===== src/srsw_pkg.sv =====
package srsw_pkg;

  // release delay and watchdog timeout, printed figures
  localparam int unsigned RELEASE_DELAY_SHORT_MS   = 25;
  localparam int unsigned RELEASE_DELAY_LONG_MS    = 200;
  localparam int unsigned WD_TIMEOUT_SHORT_MS      = 200;
  localparam int unsigned WD_TIMEOUT_LONG_MS       = 1600;
  localparam int unsigned CLK_HZ                   = 25000000;
  localparam int unsigned CYC_PER_MS               = CLK_HZ / 1000;

  // cycle counts derived from times (exact multiples at 25 MHz)
  localparam int unsigned RELEASE_DELAY_SHORT_CYC  =
    RELEASE_DELAY_SHORT_MS * CYC_PER_MS;
  localparam int unsigned RELEASE_DELAY_LONG_CYC   =
    RELEASE_DELAY_LONG_MS * CYC_PER_MS;
  localparam int unsigned WD_TIMEOUT_SHORT_CYC     =
    WD_TIMEOUT_SHORT_MS * CYC_PER_MS;
  localparam int unsigned WD_TIMEOUT_LONG_CYC      =
    WD_TIMEOUT_LONG_MS * CYC_PER_MS;

  localparam int unsigned CNT_W                    = 26;
  localparam logic [CNT_W-1:0] CNT_ZERO            = 26'h0000000;
  localparam logic [CNT_W-1:0] CNT_ONE             = 26'h0000001;

  typedef enum logic [1:0] {
    SRSW_ST_HOLD,
    SRSW_ST_DELAY,
    SRSW_ST_RUN
  } srsw_state_type;

  // reset output pin group
  typedef struct packed {
    logic reset_n;
    logic reset_n_oe;
    logic reset_h;
  } srsw_rst_out_type;

endpackage


===== src/srsw_supervisor.sv =====
`timescale 1ns/1ps
// Behaviour
// - reset is asserted from the first moment the logic runs.
// - the active-low reset stays low while supply is below threshold.
// - the active-high reset stays high while supply is below threshold.
// - reset is held for a fixed release delay before going inactive.
// - the release delay counts only while supply is above the rising level.
// - a supply drop re-asserts reset at once and abandons the delay.
// - a low manual reset request asserts reset regardless of all else.
// - the processor must toggle the kick within the watchdog timeout.
// - the manual reset input is a build option, inactive when absent.
// - active-low reset always exists, active-high is its complement.
// - one variant drives reset open-drain, others push-pull.
// - any rising or falling kick edge restarts the watchdog.
// - a watchdog expiry asserts reset for the delay and restarts it.
// - non-revised variants latch reset if kicked during reset.
// - the revised variant ignores kicks during reset.
module srsw_supervisor
  import srsw_pkg::*;
#(
  parameter bit              HAS_MANUAL_RESET = 1'b1,
  parameter bit              HAS_WATCHDOG     = 1'b1,
  parameter bit              HAS_ACTIVE_HIGH  = 1'b0,
  parameter bit              OPEN_DRAIN       = 1'b0,
  parameter bit              REVISED          = 1'b1,
  parameter int unsigned     RELEASE_DELAY_CYC = RELEASE_DELAY_LONG_CYC,
  parameter int unsigned     WD_TIMEOUT_CYC    = WD_TIMEOUT_LONG_CYC
) (
  input  wire logic clk_sys_i,
  input  wire logic reset_n_i,
  input  wire logic supply_good_i,
  input  wire logic manual_reset_request_n_i,
  input  wire logic watchdog_kick_input_i,
  output logic      reset_n_o,
  output logic      reset_n_oe_o,
  output logic      reset_o
);

  // last count values, compared against the counters
  localparam logic [CNT_W-1:0] DELAY_LAST = CNT_W'(RELEASE_DELAY_CYC - 1);
  localparam logic [CNT_W-1:0] WD_LAST    = CNT_W'(WD_TIMEOUT_CYC - 1);

  // local reset release
  logic        rst_meta_reg;
  logic        rst_sync_reg;

  // pin synchronisers and edge detector fill marker
  logic [2:0]  sup_sync_reg;
  logic [2:0]  mr_sync_reg;
  logic [2:0]  wdi_sync_reg;
  logic [2:0]  wdi_fill_reg;

  // sequencer state and counters
  srsw_state_type   state_reg;
  srsw_state_type   state_next;
  logic [CNT_W-1:0] dly_cnt_reg;
  logic [CNT_W-1:0] dly_cnt_next;
  logic [CNT_W-1:0] wd_cnt_reg;
  logic [CNT_W-1:0] wd_cnt_next;
  // stuck latch of old parts
  logic             stuck_reg;
  logic             stuck_next;

  // output pin group
  srsw_rst_out_type out_reg;
  srsw_rst_out_type out_next;

  // decoded input levels and events
  logic supply_ok;
  logic mr_active;
  logic kick_edge;
  logic wd_expired;

  // local reset release through two flops
  always_ff @(posedge clk_sys_i or negedge reset_n_i) begin
    if (!reset_n_i) begin
      rst_meta_reg <= 1'b0;
      rst_sync_reg <= 1'b0;
    end else begin
      rst_meta_reg <= 1'b1;
      rst_sync_reg <= rst_meta_reg;
    end
  end

  // supply-good synchroniser, stage 0 feeds only stage 1
  always_ff @(posedge clk_sys_i or negedge rst_sync_reg) begin
    if (!rst_sync_reg) begin
      sup_sync_reg <= 3'h0;
    end else begin
      sup_sync_reg <= {sup_sync_reg[1:0], supply_good_i};
    end
  end

  // manual request resets idle high so reset is not read as a press
  always_ff @(posedge clk_sys_i or negedge rst_sync_reg) begin
    if (!rst_sync_reg) begin
      mr_sync_reg <= 3'h7;
    end else begin
      mr_sync_reg <= {mr_sync_reg[1:0], manual_reset_request_n_i};
    end
  end

  // kick synchroniser; the fill marker blocks a false edge after reset,
  // since the pin may idle high while the flops reset low
  always_ff @(posedge clk_sys_i or negedge rst_sync_reg) begin
    if (!rst_sync_reg) begin
      wdi_sync_reg <= 3'h0;
      wdi_fill_reg <= 3'h0;
    end else begin
      wdi_sync_reg <= {wdi_sync_reg[1:0], watchdog_kick_input_i};
      wdi_fill_reg <= {wdi_fill_reg[1:0], 1'b1};
    end
  end

  // bit 2 is a delayed copy used only for kick edge detection
  assign supply_ok = sup_sync_reg[1];
  assign mr_active = HAS_MANUAL_RESET && !mr_sync_reg[1];
  assign kick_edge = HAS_WATCHDOG && wdi_fill_reg[2] &&
                     (wdi_sync_reg[1] ^ wdi_sync_reg[2]);
  assign wd_expired = HAS_WATCHDOG && (wd_cnt_reg == WD_LAST);

  // stuck latch: old parts latch on kicks while reset is asserted
  always_comb begin
    stuck_next = stuck_reg;
    if (!REVISED && kick_edge && state_reg != SRSW_ST_RUN) begin
      stuck_next = 1'b1;
    end
  end

  // only power-on reset clears it; revised parts never set it
  always_ff @(posedge clk_sys_i or negedge rst_sync_reg) begin
    if (!rst_sync_reg) begin
      stuck_reg <= 1'b0;
    end else begin
      stuck_reg <= stuck_next;
    end
  end

  // sequencer: hold, release delay, run with watchdog
  always_comb begin
    state_next   = state_reg;
    dly_cnt_next = dly_cnt_reg;
    wd_cnt_next  = wd_cnt_reg;
    case (state_reg)
      SRSW_ST_HOLD: begin
        dly_cnt_next = CNT_ZERO;
        wd_cnt_next  = CNT_ZERO;
        if (supply_ok && !mr_active && !stuck_reg) begin
          state_next = SRSW_ST_DELAY;
        end
      end
      SRSW_ST_DELAY: begin
        wd_cnt_next = CNT_ZERO;
        if (!supply_ok || mr_active || stuck_next) begin
          state_next   = SRSW_ST_HOLD;
        end else if (dly_cnt_reg == DELAY_LAST) begin
          state_next   = SRSW_ST_RUN;
        end else begin
          dly_cnt_next = dly_cnt_reg + CNT_ONE;
        end
      end
      SRSW_ST_RUN: begin
        dly_cnt_next = CNT_ZERO;
        if (!supply_ok || mr_active) begin
          state_next  = SRSW_ST_HOLD;
        end else if (kick_edge) begin
          wd_cnt_next = CNT_ZERO;
        end else if (wd_expired) begin
          // expiry: assert for the delay, watchdog restarts after it
          state_next  = SRSW_ST_DELAY;
          wd_cnt_next = CNT_ZERO;
        end else if (HAS_WATCHDOG) begin
          wd_cnt_next = wd_cnt_reg + CNT_ONE;
        end
      end
      default: begin
        state_next = SRSW_ST_HOLD;
      end
    endcase
  end

  // sequencer registers, asserted state from the first clock
  always_ff @(posedge clk_sys_i or negedge rst_sync_reg) begin
    if (!rst_sync_reg) begin
      state_reg   <= SRSW_ST_HOLD;
      dly_cnt_reg <= CNT_ZERO;
      wd_cnt_reg  <= CNT_ZERO;
    end else begin
      state_reg   <= state_next;
      dly_cnt_reg <= dly_cnt_next;
      wd_cnt_reg  <= wd_cnt_next;
    end
  end

  // output pins; registered from the next state, so outputs change in the same cycle as the state
  always_comb begin
    out_next.reset_n = (state_next == SRSW_ST_RUN);
    // open drain only pulls low, push-pull always drives
    out_next.reset_n_oe = OPEN_DRAIN ? !out_next.reset_n : 1'b1;
    // complement output, held low when absent
    out_next.reset_h = HAS_ACTIVE_HIGH && !out_next.reset_n;
  end

  always_ff @(posedge clk_sys_i or negedge rst_sync_reg) begin
    if (!rst_sync_reg) begin
      out_reg <= '{reset_n: 1'b0, reset_n_oe: 1'b1,
                   reset_h: HAS_ACTIVE_HIGH};
    end else begin
      out_reg <= out_next;
    end
  end

  assign reset_n_o    = out_reg.reset_n;
  assign reset_n_oe_o = out_reg.reset_n_oe;
  assign reset_o      = out_reg.reset_h;

  // durations are per-variant parameters

endmodule


===== config.mk =====
export PLATFORM = sky130hd
export DESIGN_NAME = srsw_supervisor
export DESIGN_NICKNAME = d
export VERILOG_FILES = /design/src/srsw_pkg.sv /design/src/srsw_supervisor.sv
export SDC_FILE = /design/constraint.sdc
export NUM_CORES = 1
export LEC_CHECK = 0
export BUFFER_PORTS_ARGS = -buffer_cell sky130_fd_sc_hd__buf_2
export CORE_ASPECT_RATIO = 1.2
export CORE_UTILIZATION = 44
export DETAILED_ROUTE_END_ITERATION = 7
export PLACE_DENSITY = 0.63
export SYNTH_ARGS = -nofsm -noshare
export SYNTH_HDL_FRONTEND = slang
export SYNTH_SLANG_ARGS = --single-unit

===== constraint.sdc =====
create_clock -name clk_sys_i -period 6.83 [get_ports clk_sys_i]
set_clock_uncertainty 0.2 [all_clocks]
set_input_delay 1.0245 -clock clk_sys_i [delete_from_list [all_inputs] [get_ports clk_sys_i]]
set_output_delay 1.0245 -clock clk_sys_i [all_outputs]
set_load 0.1 [all_outputs]

==> reports/metrics.cfg, run 1 <==
[setup_path]
critical-path-top-delay-family = compound AO/OA/AOI/OAI gates
critPathMaxFanout = 40
ff2ff_setup_slack_ns = 3.79
cp_data_required_time_ns = 6.91
worstPathArrival_ns = 3.12
worst-path-stages = 4
critPathKind = reg -> reg
r2r_end = wd_cnt_reg[9]$_DFFE_PN0P_
r2r_cells = 4
critPathLaunchType = register
timing.critical_path.to = wd_cnt_reg[9]$_DFFE_PN0P_
cp-end-kind = register
crit_chain = a211o_1, o21bai_2, nor2_1, a22o_1
timing.rr.start = state_reg[0]$_DFF_PN0_
cp-startpoint = state_reg[0]$_DFF_PN0_
critPathMaxStageDelay_ns = 0.88
critPathBufInv = 0
cp_slowest_cell = nor2_1

[clock_network]
cts.path.max_buffers = 2
cts_resized = 0
post_cts_buffers = 0
cts.sinks = 67
cts_buffers = 9
root_buffer = clkbuf_8
insertion_delay_ns = 0.35
cts_tree = built
clkTransAtPathRegs_ns = 0.08
htree_levels = 3
cts_hold_buf = 0

[drt]
drc = 0
via_count = 2789
highest_layer = met4
ant_nets = 0
wl_met2_mm = 3.51
routedWlPerCell_um = 15.8
wl_mm = 7.38
wl_met3_um = 197
m1WireLength_mm = 3.45
vias_per_cell = 5.96
dr.pass1.iters = 4
dr.first_iter.drc_count = 143

[die]
die-width_um = 84.2
die_height_um = 101
num_rows = 35
die_area_um2 = 8480
io_pins = 8
fp.coreArea_um2 = 7750
initial_core_util = 0.461

[power_and_ir_drop]
leakage_nw = 1.47
power_density_nw_per_um2 = 217
peakVddDrop_mv = 0.117

[timing]
hold_viol_final = 0
slew_headroom = 0.261
slew_viol_final = 0
fin_crit_ns = 3.04
setup_tns_ns = 0
worst_slack_ns = 3.79
period_share = 0.444
grt_setup_unrepaired = false
max_freq_ghz = 0.329
setup_violations = 0
tightest_slew_ns = 1.11

[synth]
ys.flop_type = dfrtp_1
synthDistinctLibCells = 59
async_flop_share = 1.00
yosysSeqAreaShare = 0.470
ys_warn_count = 0
synth_edf_count = 0
netlist_area_um2 = 3570
syn_inst = 366
synth.ff_latch_count = 67
syn_area_per_cell_um2 = 9.75

[grt]
gr-usage-all-layers = 0.195
grt_pass1_vias = 2740
grt_max_degree = 66
antenna_found_initial = 0
grt_pass1_wl_mm = 13.0
overflow = 0

[place]
hpwl_mm = 4.91
post-place-ws_ns = 3.80
port_buffers = 5
place_congestion = 0.812

[final_layout]
drive_gt1_frac = 0.136
final_util = 0.503
antenna_cells = 0
fin_nets = 378
final_common_cell = dfrtp_1
n_fill_cell = 703
area_growth_pct = 9.11
final_cell_mix = dfrtp_1, nand2_1, nor2_1

[run]
drv_cap = 0

[min_path]
hold_path.class = reg -> reg

[outcome]
status = completed

==> where the power goes <==
group / internal, W / switching (W) / leakage (nW) / total, W
clock: 0.000246 / 0.000166 / 0.120 / 0.000412
combinational: 0.00000619 / 0.0000184 / 0.444 / 0.0000246
sequential: 0.000401 / 0.00000707 / 0.903 / 0.000408
==> final cells by class <==
type | count | area [um^2] | share of cell area
inverter | 10 | 37.5 | 0.00964
clock buffer | 9 | 124 | 0.0318
clock inverter | 7 | 124 | 0.0318
tap | 92 | 115 | 0.0296
multi-input combinational | 274 | 1760 | 0.452
sequential | 67 | 1680 | 0.431
timing repair buffer | 9 | 55.1 | 0.0141
==> cell usage after synthesis, types with 5 or more instances <==
cell,n,share of area
xnor2_1,10,0.025
mux2i_1,6,0.017
a22o_1,11,0.027
nor2_1,23,0.024
nand4_1,13,0.023
a21boi_2,5,0.016
nand2b_1,6,0.011
nor3_1,17,0.024
clkbuf_1,7,0.0074
dfrtp_1,65,0.46
or4_1,6,0.013
nand2_1,35,0.037
or3_1,11,0.019
and2_1,7,0.012
o21ai_0,18,0.025
inv_1,10,0.011
nand3_1,18,0.025
o31ai_1,6,0.013
o21ai_2,6,0.015
nor4_1,10,0.018
a21oi_1,6,0.0084
==> per-layer routing <==
layer / vias up / global-route usage
li1: 1365 / -
met1: 1352 / 0.249
met2: 49 / 0.310
met3: 23 / 0.0393
met4: 0 / 0.113
met5: - / 0
==> worst min-delay path by stage <==
| stage | slack (ns) | to | start | cells after the start |
|---|---|---|---|---|
| after floorplan | 0.13 | rst_sync_reg$_DFF_PN0_ | rst_meta_reg$_DFF_PN0_ | 0 |
| after global placement | 0.13 | wdi_fill_reg[1]$_DFF_PN0_ | wdi_fill_reg[0]$_DFF_PN0_ | 0 |
| after detailed placement | 0.14 | wdi_fill_reg[1]$_DFF_PN0_ | wdi_fill_reg[0]$_DFF_PN0_ | 0 |
| after CTS | 0.15 | wdi_fill_reg[1]$_DFF_PN0_ | wdi_fill_reg[0]$_DFF_PN0_ | 0 |
| after global routing | 0.16 | wdi_fill_reg[1]$_DFF_PN0_ | wdi_fill_reg[0]$_DFF_PN0_ | 0 |
| final | 0.15 | wdi_fill_reg[1]$_DFF_PN0_ | wdi_fill_reg[0]$_DFF_PN0_ | 0 |
==> through the flow <==
stage          cells  power [W]  cell area (um^2)  hold WS, ns
2_1_floorplan    368   0.000437              3580        0.131
3_3_place_gp     452   0.000441              3650        0.133
3_5_place_dp     452   0.000442              3650        0.137
4_1_cts          468   0.000859              3890        0.154
5_1_grt          468   0.000879              3890        0.165
6_report         468   0.000845              3890        0.150
==> cells by family after synthesis <==
group / count (synthesis) / synth area share
XOR/XNOR: 11 / 0.0270
AO/OA/AOI/OAI: 84 / 0.176
buffers and inverters: 27 / 0.0389
flip-flops: 67 / 0.470
AND/OR/NAND/NOR: 167 / 0.262
multiplexers: 6 / 0.0168
other: 2 / 0.00210
adder cells (fa/ha/maj): 2 / 0.00701
Power figures use the tool's default switching activity.
==> run 2, diff against run 1 <==
- clock period: 6.83 -> 3.2 ns (I/O delays scaled with it)
==> reports/metrics.cfg, run 2 (synthesis results as in run 1) <==
[outcome]
status = completed

[timing]
slew_viol_final = 0
setup_tns_ns = 0
tightest_slew_ns = 1.07
slew_headroom = 0.283
period_share = 0.813
grt_setup_unrepaired = false
max_freq_ghz = 0.385
fin_crit_ns = 2.60
hold_viol_final = 0
setup_violations = 0

[final_layout]
area_growth_pct = 8.03
final_util = 0.497
antenna_cells = 0
fin_area_um2 = 3860
final_cell_mix = dfrtp_1, nand2_1, nor2_1
final_common_cell = dfrtp_1
fin_nets = 382
drive_gt1_frac = 0.142

[grt]
grt_pass1_wl_mm = 12.5
antenna_found_initial = 0
grt_pass1_vias = 2711
grt_max_degree = 48
gr-usage-all-layers = 0.189
overflow = 0

[drt]
ant_nets = 0
drc = 0
routedWlPerCell_um = 15.8
dr.first_iter.drc_count = 229
dr.pass1.iters = 4
vias_per_cell = 5.94
via_count = 2803
wl_mm = 7.47

[place]
place_congestion = 0.784
port_buffers = 5
hpwl_mm = 5.03
dpl_cell_area_um2 = 3670

[clock_network]
cts_resized = 0
cts.sinks = 67
cts_tree = built
root_buffer = clkbuf_8
clkTransAtPathRegs_ns = 0.08
cts_buffers = 9
cts.path.max_buffers = 2
htree_levels = 3
insertion_delay_ns = 0.35

[die]
io_pins = 8
initial_core_util = 0.461
die_height_um = 101
die-width_um = 84.2
num_rows = 35
fp.coreArea_um2 = 7750
die_area_um2 = 8480

[setup_path]
critPathMaxFanout = 15
cp-end-kind = register
worstPathArrival_ns = 2.69
critPathLaunchType = register
cp_data_required_time_ns = 3.29
critPathKind = reg -> reg

[run]
drv_cap = 0

[power_and_ir_drop]
peakVddDrop_mv = 0.252
power_density_nw_per_um2 = 407
leakage_nw = 1.45

[min_path]
hold_path.class = reg -> async

run 2: cell count changes in the layout (fill, tap and decap cells not counted), sizes merged:
cell and delta:
buf +3, clkinv +3, dlygate4sd3 +1, bufinv -3
run 2: worst paths after layout:
| check | from | to | slack, ns | cells past startpoint |
|---|---|---|---|---|
| worst max-delay path | wd_cnt_reg[0]$_DFFE_PN0P_ | wd_cnt_reg[15]$_DFFE_PN0P_ | 0.60 | 6 |
| worst min-delay path | rst_sync_reg$_DFF_PN0_ | dly_cnt_reg[23]$_DFFE_PN0P_ | 0.0009 | 0 |
| worst max register to register | wd_cnt_reg[0]$_DFFE_PN0P_ | wd_cnt_reg[15]$_DFFE_PN0P_ | 0.60 | 6 |
| worst min register to register | rst_sync_reg$_DFF_PN0_ | dly_cnt_reg[23]$_DFFE_PN0P_ | 0.0009 | 0 |
| max in group asynchronous | rst_sync_reg$_DFF_PN0_ | dly_cnt_reg[6]$_DFFE_PN0P_ | 1.85 | 1 |
| min in group clk_sys_i | manual_reset_request_n_i | mr_sync_reg[0]$_DFF_PN1_ | 0.02 | 1 |
run 2: cell type report:
cell class	instances	area, um^2
flip-flops and latches	67	1680
fillers	738	3890
repair buffers	13	87.6
inverters	10	37.5
clock inverters	7	52.6
clock buffers	9	124
well taps	92	115
multi-input cells	274	1760
run 2: stage by stage:
step / std cells / worst slack (ns) / hold WS [ns] / total power [W]
after floorplan: 368 / 1.00 / -0.0156 / 0.000932
after detailed placement: 455 / 0.609 / 0.00819 / 0.000944
final: 472 / 0.599 / 0.000883 / 0.00157
after CTS: 472 / 0.587 / 0.00606 / 0.00159
after global routing: 472 / 0.448 / 0.000535 / 0.00163
after global placement: 455 / 0.701 / 0.00811 / 0.000943
run 2: repair_timing:
item,in CTS,in global routing
setup buffers,0,0
endpoints found under the hold margin,2,0
hold buffers,1,0
run 2: critical path, cell delays in order, from the launching register on:
cell	delay [ns]
dfrtp_1	0.43
ha_1	0.26
nand3_1	0.22
or3_1	0.24
o21bai_2	0.10
nor2_1	0.81
a22o_1	0.28
run 2: per-layer routing:
metal | vias up | track usage | wire length [um]
li1 | 1374 | - | -
met1 | 1365 | 0.224 | 3320
met2 | 49 | 0.335 | 3770
met3 | 15 | 0.0311 | 204
met4 | 0 | 0.0942 | 174
met5 | - | 0 | 0
run 2: power by group:
part | leakage, nW | switching, W | internal (W)
Combinational | 0.461 | 0.0000449 | 0.0000155
Sequential | 0.903 | 0.00000935 | 0.000857
Clock | 0.0900 | 0.000357 | 0.000286
